$ cat config.mk
export PLATFORM = sky130hd
export DESIGN_NAME = cts_sequencer
export DESIGN_NICKNAME = d
export VERILOG_FILES = /design/src/design/cts_sequencer.v
export VERILOG_INCLUDE_DIRS = /design/src /design/src/design
export SDC_FILE = /design/constraint.sdc
export NUM_CORES = 1
export LEC_CHECK = 0
export BUFFER_PORTS_ARGS = -buffer_cell sky130_fd_sc_hd__clkbuf_2
export CAP_MARGIN = 20
export CORE_UTILIZATION = 30
export CTS_CLUSTER_DIAMETER = 150
export DETAILED_ROUTE_END_ITERATION = 8
export GPL_TIMING_DRIVEN = 1
export PLACE_DENSITY = 0.53
export SYNTH_ARGS = -nofsm -noshare
export SYNTH_HDL_FRONTEND = slang
export SYNTH_SLANG_ARGS = --single-unit
$ cat constraint.sdc
create_clock -name ref_clk -period 2.4 [get_ports ref_clk]
set_clock_uncertainty 0.1 [all_clocks]
set_input_delay 0.6 -clock ref_clk [delete_from_list [all_inputs] [get_ports ref_clk]]
set_output_delay 0.6 -clock ref_clk [all_outputs]
set_load 0.03 [all_outputs]
$ cat src/design/cts_timing_map.vh
// Cycle-count and encoding constants for the instruction timing sequencer.
// Assumes it is included by the sequencer module only; definitions only.
`ifndef CTS_TIMING_MAP_VH
`define CTS_TIMING_MAP_VH

// Addressing mode codes (2 bits)
`define CTS_AM_REG 2'h0
`define CTS_AM_IND 2'h1
`define CTS_AM_INC 2'h2
`define CTS_AM_IDX 2'h3

// Instruction classes (3 bits)
`define CTS_CL_TWO 3'h0
`define CTS_CL_SWAP 3'h1
`define CTS_CL_PUSH 3'h2
`define CTS_CL_CALL 3'h3
`define CTS_CL_JUMP 3'h4
`define CTS_CL_RETURN_FROM_INTERRUPT_OP 3'h5
`define CTS_CL_RET 3'h6

// Cycle counts (4 bits)
`define CTS_C1 4'h1
`define CTS_C2 4'h2
`define CTS_C3 4'h3
`define CTS_C4 4'h4
`define CTS_C5 4'h5
`define CTS_C6 4'h6
`define CTS_IRQ_ENTRY 4'h6
`define CTS_RETURN_FROM_INTERRUPT_OP_CYC 4'h5
`define CTS_JUMP_CYC 4'h2
`define CTS_LPM_EXTRA 4'h2

// Addresses and opcodes
`define CTS_WORD_STEP 16'h0002
`define CTS_TIMER_VEC 16'hffe2
`define CTS_IND_JUMP_OP 16'h4020
`define CTS_PC_REG 4'h0

`endif

$ cat src/design/cts_sequencer.v
// Instruction timing and control-flow sequencer of a small 16-bit core.
// Assumes a one-word-per-cycle memory port answering reads in the same cycle
// (rdData valid while memRd high) and a decoder that presents class and modes.
// Summary of operation
// - Two-operand cycles by source and destination mode
// - Register destination PC adds one cycle, except with indexed source
// - Register single-operand: 1, push 3, call 4
// - Single-operand counts for indirect, increment, indexed
// - Every jump-class instruction takes exactly two cycles; the 4020h indirect jump takes three
// - Interrupt pushes PC then status, six cycles
// - Interrupt return restores both, five cycles
// - Deep low-power wake adds two cycles
// - Interrupt pushes only below stack pointer
// - Return address on top, arguments above it
// - Call pushes next address; return pops top
// - Opcode 4020h jumps through following word
// - Timer interrupt vector fetched from ffe2h
`timescale 1ns/1ps
`default_nettype none
`include "cts_timing_map.vh"

module cts_sequencer (
  input wire ref_clk,
  input wire rst,
  input wire start, // Decoded instruction ready (same-clock pulse)
  input wire [2:0] instrClass,
  input wire [1:0] srcMode,
  input wire [1:0] dstMode, // Only REG vs IDX matter for two-operand
  input wire [3:0] dstReg,
  input wire [15:0] opcode,
  input wire [15:0] nextPc, // Address following the whole instruction
  input wire [15:0] branchTarget, // Call or jump target
  input wire [15:0] autoIncAddr, // Register used by @Rn+
  input wire [15:0] statusIn, // Current status_word
  input wire irqReq, // Enabled timer interrupt (asynchronous pin)
  input wire deepSleep, // Core in low-power mode 3 or 4
  input wire [15:0] rdData,
  output reg busy,
  output reg instrStart, // One-cycle pulse at each instruction start
  output reg [3:0] cycleCount, // Count chosen for the current instruction
  output reg [15:0] pc,
  output reg [15:0] stack_pointer_reg,
  output reg [15:0] status_word,
  output reg [15:0] autoIncNext,
  output reg memRd,
  output reg memWr,
  output reg [15:0] memAddr,
  output reg [15:0] wrData
);

  localparam ST_IDLE = 2'h0; // Waiting for work
  localparam ST_RUN = 2'h1; // Counting cycles of an instruction
  localparam ST_IRQ = 2'h2; // Interrupt entry sequence
  localparam ST_RTI = 2'h3; // Interrupt return sequence

  reg [1:0] state;
  reg [3:0] left; // Cycles still to spend
  reg [3:0] step; // Cycle index inside a sequence
  reg [2:0] curClass; // Class latched at start
  reg irqMeta, irqSync; // Interrupt request synchroniser
  reg [3:0] cnt; // Combinational lookup result

  // Cycle-count lookup from class and modes
  always @* begin
    cnt = `CTS_C1;
    case (instrClass)
      `CTS_CL_TWO: begin
        case (srcMode)
          `CTS_AM_REG: cnt = (dstMode == `CTS_AM_REG) ? `CTS_C1 : `CTS_C4;
          `CTS_AM_IDX: cnt = (dstMode == `CTS_AM_REG) ? `CTS_C3 : `CTS_C6;
          default: cnt = (dstMode == `CTS_AM_REG) ? `CTS_C2 : `CTS_C5;
        endcase
        // PC destination costs a pipeline refill only in the short cases
        if (dstMode == `CTS_AM_REG && dstReg == `CTS_PC_REG && srcMode != `CTS_AM_IDX)
          cnt = cnt + `CTS_C1;
      end
      `CTS_CL_SWAP: begin
        case (srcMode)
          `CTS_AM_REG: cnt = `CTS_C1;
          `CTS_AM_IDX: cnt = `CTS_C4;
          default: cnt = `CTS_C3;
        endcase
      end
      `CTS_CL_PUSH: begin
        case (srcMode)
          `CTS_AM_REG: cnt = `CTS_C3;
          `CTS_AM_IDX: cnt = `CTS_C5;
          default: cnt = `CTS_C4;
        endcase
      end
      `CTS_CL_CALL: begin
        case (srcMode)
          `CTS_AM_REG: cnt = `CTS_C4;
          `CTS_AM_IND: cnt = `CTS_C4;
          default: cnt = `CTS_C5;
        endcase
      end
      `CTS_CL_JUMP: cnt = `CTS_JUMP_CYC;
      `CTS_CL_RETURN_FROM_INTERRUPT_OP: cnt = `CTS_RETURN_FROM_INTERRUPT_OP_CYC;
      `CTS_CL_RET: cnt = `CTS_C3;
      default: cnt = `CTS_C1;
    endcase
  end

  // Interrupt pin crosses in through two flops before use
  always @(posedge ref_clk) begin
    if (rst) begin
      irqMeta <= 1'b0;
      irqSync <= 1'b0;
    end else begin
      irqMeta <= irqReq;
      irqSync <= irqMeta;
    end
  end

  // Main sequencer; stack work is spread over the counted cycles
  always @(posedge ref_clk) begin
    if (rst) begin
      state <= ST_IDLE;
      left <= 4'h0;
      step <= 4'h0;
      curClass <= `CTS_CL_TWO;
      busy <= 1'b0;
      instrStart <= 1'b0;
      cycleCount <= 4'h0;
      pc <= 16'h0000;
      stack_pointer_reg <= 16'h0000;
      status_word <= 16'h0000;
      autoIncNext <= 16'h0000;
      memRd <= 1'b0;
      memWr <= 1'b0;
      memAddr <= 16'h0000;
      wrData <= 16'h0000;
    end else begin
      instrStart <= 1'b0;
      memRd <= 1'b0;
      memWr <= 1'b0;
      case (state)
        ST_IDLE: begin
          step <= 4'h0;
          if (irqSync) begin
            // Interrupts taken only between instructions
            state <= ST_IRQ;
            busy <= 1'b1;
            cycleCount <= deepSleep ? `CTS_IRQ_ENTRY + `CTS_LPM_EXTRA
                                    : `CTS_IRQ_ENTRY;
            left <= deepSleep ? `CTS_IRQ_ENTRY + `CTS_LPM_EXTRA : `CTS_IRQ_ENTRY;
            instrStart <= 1'b1;
          end else if (start) begin
            busy <= 1'b1;
            instrStart <= 1'b1;
            cycleCount <= cnt;
            left <= cnt;
            curClass <= instrClass;
            state <= (instrClass == `CTS_CL_RETURN_FROM_INTERRUPT_OP) ? ST_RTI : ST_RUN;
            if (srcMode == `CTS_AM_INC) begin
              memRd <= 1'b1;
              memAddr <= autoIncAddr; // Read through the register first
              autoIncNext <= autoIncAddr + `CTS_WORD_STEP;
            end
            if (opcode == `CTS_IND_JUMP_OP) begin
              memRd <= 1'b1;
              memAddr <= pc + `CTS_WORD_STEP;
            end
            if (instrClass == `CTS_CL_PUSH) begin
              // No operand datapath here: statusIn stands in for the pushed word
              stack_pointer_reg <= stack_pointer_reg - `CTS_WORD_STEP;
              memWr <= 1'b1;
              memAddr <= stack_pointer_reg - `CTS_WORD_STEP;
              wrData <= statusIn;
            end
            if (instrClass == `CTS_CL_CALL) begin
              stack_pointer_reg <= stack_pointer_reg - `CTS_WORD_STEP;
              memWr <= 1'b1;
              memAddr <= stack_pointer_reg - `CTS_WORD_STEP;
              wrData <= nextPc;
            end
            if (instrClass == `CTS_CL_RET) begin
              memRd <= 1'b1;
              memAddr <= stack_pointer_reg;
            end
          end else begin
            busy <= 1'b0;
          end
        end
        ST_RUN: begin
          step <= step + 4'h1;
          if (step == 4'h0) begin
            // Control-flow outcome lands one cycle after start
            case (curClass)
              `CTS_CL_CALL, `CTS_CL_JUMP: pc <= branchTarget;
              `CTS_CL_RET: begin
                pc <= rdData;
                stack_pointer_reg <= stack_pointer_reg + `CTS_WORD_STEP;
              end
              default: pc <= (opcode == `CTS_IND_JUMP_OP) ? rdData : nextPc;
            endcase
          end
          if (left <= 4'h1) begin
            state <= ST_IDLE;
            busy <= 1'b0;
          end else begin
            left <= left - 4'h1;
          end
        end
        ST_IRQ: begin
          step <= step + 4'h1;
          left <= left - 4'h1;
          case (step)
            4'h0: begin
              // Push below the pointer so the top word survives
              stack_pointer_reg <= stack_pointer_reg - `CTS_WORD_STEP;
              memWr <= 1'b1;
              memAddr <= stack_pointer_reg - `CTS_WORD_STEP;
              wrData <= pc;
            end
            4'h1: begin
              stack_pointer_reg <= stack_pointer_reg - `CTS_WORD_STEP;
              memWr <= 1'b1;
              memAddr <= stack_pointer_reg - `CTS_WORD_STEP;
              wrData <= status_word;
            end
            4'h2: begin
              memRd <= 1'b1;
              memAddr <= `CTS_TIMER_VEC;
            end
            4'h3: pc <= rdData;
            default: ;
          endcase
          if (left <= 4'h1) begin
            state <= ST_IDLE;
            busy <= 1'b0;
          end
        end
        ST_RTI: begin
          step <= step + 4'h1;
          left <= left - 4'h1;
          case (step)
            4'h0: begin
              memRd <= 1'b1;
              memAddr <= stack_pointer_reg;
            end
            4'h1: begin
              status_word <= rdData;
              stack_pointer_reg <= stack_pointer_reg + `CTS_WORD_STEP;
              memRd <= 1'b1;
              memAddr <= stack_pointer_reg + `CTS_WORD_STEP;
            end
            4'h2: begin
              pc <= rdData;
              stack_pointer_reg <= stack_pointer_reg + `CTS_WORD_STEP;
            end
            default: ;
          endcase
          if (left <= 4'h1) begin
            state <= ST_IDLE;
            busy <= 1'b0;
          end
        end
        default: state <= ST_IDLE;
      endcase
    end
  end

endmodule // cts_sequencer
`default_nettype wire

==> results by group <==
Status
  • Status: completed

Timing
  • Hold WS: 279 ps
  • Final period utilization: 93.5%
  • Fin. Hold Viols: 0
  • Pins Over Slew Limit: 0
  • RSZ-0062 raised after global routing: no
  • Setup TNS Final: 0 ps
  • Max Clk Rate: 446 MHz
  • Slew headroom: 63.3%
  • Worst slew pin tran: 545 ps
  • Minimum clock period: 2240 ps
  • Final setup vio count: 0

Yosys
  • Largest cells by area after synthesis: dfxtp_1 (31%), a21oi_1 (6.3%), nand2_1 (6.0%)
  • FFs w/ async S/R, synth: 0%
  • Most frequent cell after synthesis: nand2_1
  • Synth top area share: 31.2%
  • Post-Syn Nets: 1146
  • Mapped Cells: 1017
  • Number of synthesized flops with an enable pin: 0
  • Top FF cell, synth: dfxtp_1
  • Post-Syn Area: 0.00758 mm^2
  • Most frequent cells after synthesis: nand2_1 (121), dfxtp_1 (118), nor2_1 (117)
  • Seq/Total Area, Yosys: 31.2%
  • Post-synth cell types: 71
  • Area leader, netlist: dfxtp_1
  • Syn Area/Cell: 7.45 um^2
  • Flops & latches, synth: 118
  • Ys Warns: 0

Critical path
  • Buf/Inv on CP: 2
  • Critical Path RT: 2620 ps
  • CP endpoint kind: flip-flop
  • CP max-delay cell: or3b_2
  • Crit path launch: step[0]
  • CP Max Fanout: 19
  • Reg2reg start: step[0]
  • Crit path kind: reg -> reg
  • Cell chain of the critical path: inv_1, ha_2, or3b_2, nor2_1, o21ai_0, a22oi_2, buf_12, nor2_1, a311oi_1
  • Cell mode on critical path: nor2_1
  • Kind of cell adding the most delay to the critical path: simple AND/OR/NAND/NOR gates
  • Worst Path Arrival: 2470 ps
  • Max incr delay on CP: 480 ps
  • Critical Path Start Type: flip-flop

Global route
  • Initial antenna violation count: 1
  • Number of global-route vias before repair: 8003
  • Gr ovfl total: 0
  • First-pass GRT wire length: 45.7 mm
  • Total track usage: 22.7%
  • Largest net degree at the start of global routing: 40

Power
  • Clk network pwr share: 38.0%
  • Peak supply drop: 0.458 mV
  • Cell-internal power: 5.15 mW
  • Net Sw Frac: 35.3%
  • Power Dens Cells: 786 mW/mm^2
  • Comb pwr share: 32.5%
  • Total power: 7.96 mW
  • Pleak: 4.16 nW
  • Proportion of power drawn by flip-flops and latches: 29.4%
  • Net Sw Power: 2.81 mW

CTS
  • Total CTS buffers: 17
  • Post-CTS setup buffer count: 0
  • Post-CTS Hold Buffers: 0
  • Root Driver: clkbuf_16
  • Clock slew at reported path FFs: 60 ps
  • Clock sink count: 118
  • H-tree depth: 4
  • Clock buffer depth: 2
  • Post-CTS Resized: 0
  • Clock Latency Late Sink: 430 ps
  • CTS tree: built

Hold path
  • Worst Hold Class: in -> reg
  • Hold Path Origin: irqReq

Drt
  • Drt pass-1 iters: 5
  • Final WL: 29.7 mm
  • Final ANT Viol Nets: 0
  • Drt wl/cell: 18.8 um
  • Drc violations: 0
  • First DRT Iteration DRCs: 650
  • Mean number of vias per cell: 5.39
  • Via count: 8511

Die
  • Core ar.: 0.0245 mm^2
  • I/O pin total: 216
  • DIE AREA: 0.0259 mm^2
  • Die H: 161 um
  • Row count: 57
  • Die width: 161 um
  • Initial Utilization: 30.9%

Layout
  • Final net count: 1370
  • Layout cells sized above 1: 29.3%
  • # diodes: 0
  • Post-Route Utilization: 41.3%
  • # fillers: 2601
  • Syn-to-layout area delta: 33.8%
  • Fin area: 0.0101 mm^2

Placed design
  • IO buf count: 214
  • Final GP Congestion: 0.878
  • Placed cell areas: 0.00945 mm^2
  • Detailed placement HPWL: 22.3 mm

Run
  • Max cap viols: 0
[power groups by stage]
stage	logic [mW]	clock network, mW	registers (mW)
2_1_floorplan	1.41	0	2.60
3_3_place_gp	2.56	0	2.39
3_5_place_dp	2.58	0	2.39
4_1_cts	2.59	3.08	2.34
5_1_grt	2.82	3.17	2.37
6_report	2.59	3.03	2.35
[layout make-up]
cell class | instances | area, um^2 | area share (%)
sequential | 118 | 2360 | 23.3
inverter | 12 | 45.0 | 0.444
timing repair buffer | 299 | 1840 | 18.1
tap | 324 | 405 | 4.00
multi-input combinational | 793 | 4800 | 47.3
clock inverter | 14 | 246 | 2.43
clock buffer | 18 | 439 | 4.33
[layout by cell type (no fill, tap or decap), types with 8 or more instances in the layout]
cell / netlist / layout
nand3_1: 29 / 29
nor2_1: 117 / 117
dfxtp_1: 118 / 117
ha_1: 16 / 15
a31oi_1: 9 / 9
clkbuf_16: 0 / 17
nand2_1: 121 / 121
nor4_1: 9 / 9
o211ai_1: 13 / 13
a32oi_1: 17 / 17
buf_4: 2 / 76
nand2b_1: 8 / 8
buf_12: 0 / 10
and3_1: 30 / 30
nor3_1: 37 / 37
nand4_1: 11 / 11
xor2_1: 20 / 20
inv_1: 12 / 12
or3_1: 8 / 8
clkbuf_2: 0 / 213
a211oi_1: 40 / 40
o21ai_0: 41 / 41
xnor2_1: 40 / 40
a21oi_1: 95 / 95
a311oi_1: 28 / 28
[cells by family after synthesis]
group                      Yosys count  share of synthesized area, %
muxes                               10                          1.40
DFF                                118                          31.2
and+or+nand+nor                    418                          27.0
other                                1                        0.0495
adders and majority gates           17                          2.91
AOI/OAI and AO/OA                  287                          24.9
buffers and inverters              106                          5.63
xor gates and xnor gates            60                          6.94
[metrics by stage]
stage	setup slack, ps	cells
6_report	156	1578
5_1_grt	23.6	1578
4_1_cts	134	1578
3_5_place_dp	-171	1546
3_3_place_gp	-126	1546
2_1_floorplan	9.20	1017
[per-layer routing]
layer / routed length [um] / global-route usage, % / share of wire, %
met1: 13500 / 31.1 / 45
met3: 2620 / 5.91 / 8.8
met4: 341 / 5.32 / 1.1
met2: 13200 / 35.4 / 45
met5: 13 / 0 / 0.044
[worst paths after layout]
| kind | endpoint | slack [ps] | cells after the start |
|---|---|---|---|
| max reg2reg | memAddr[8] | 160 | 9 |
| min | irqMeta | 280 | 2 |
| min reg2reg | irqSync | 340 | 1 |
| max | memAddr[8] | 160 | 9 |
No activity file was read; power rests on OpenSTA's default activity.
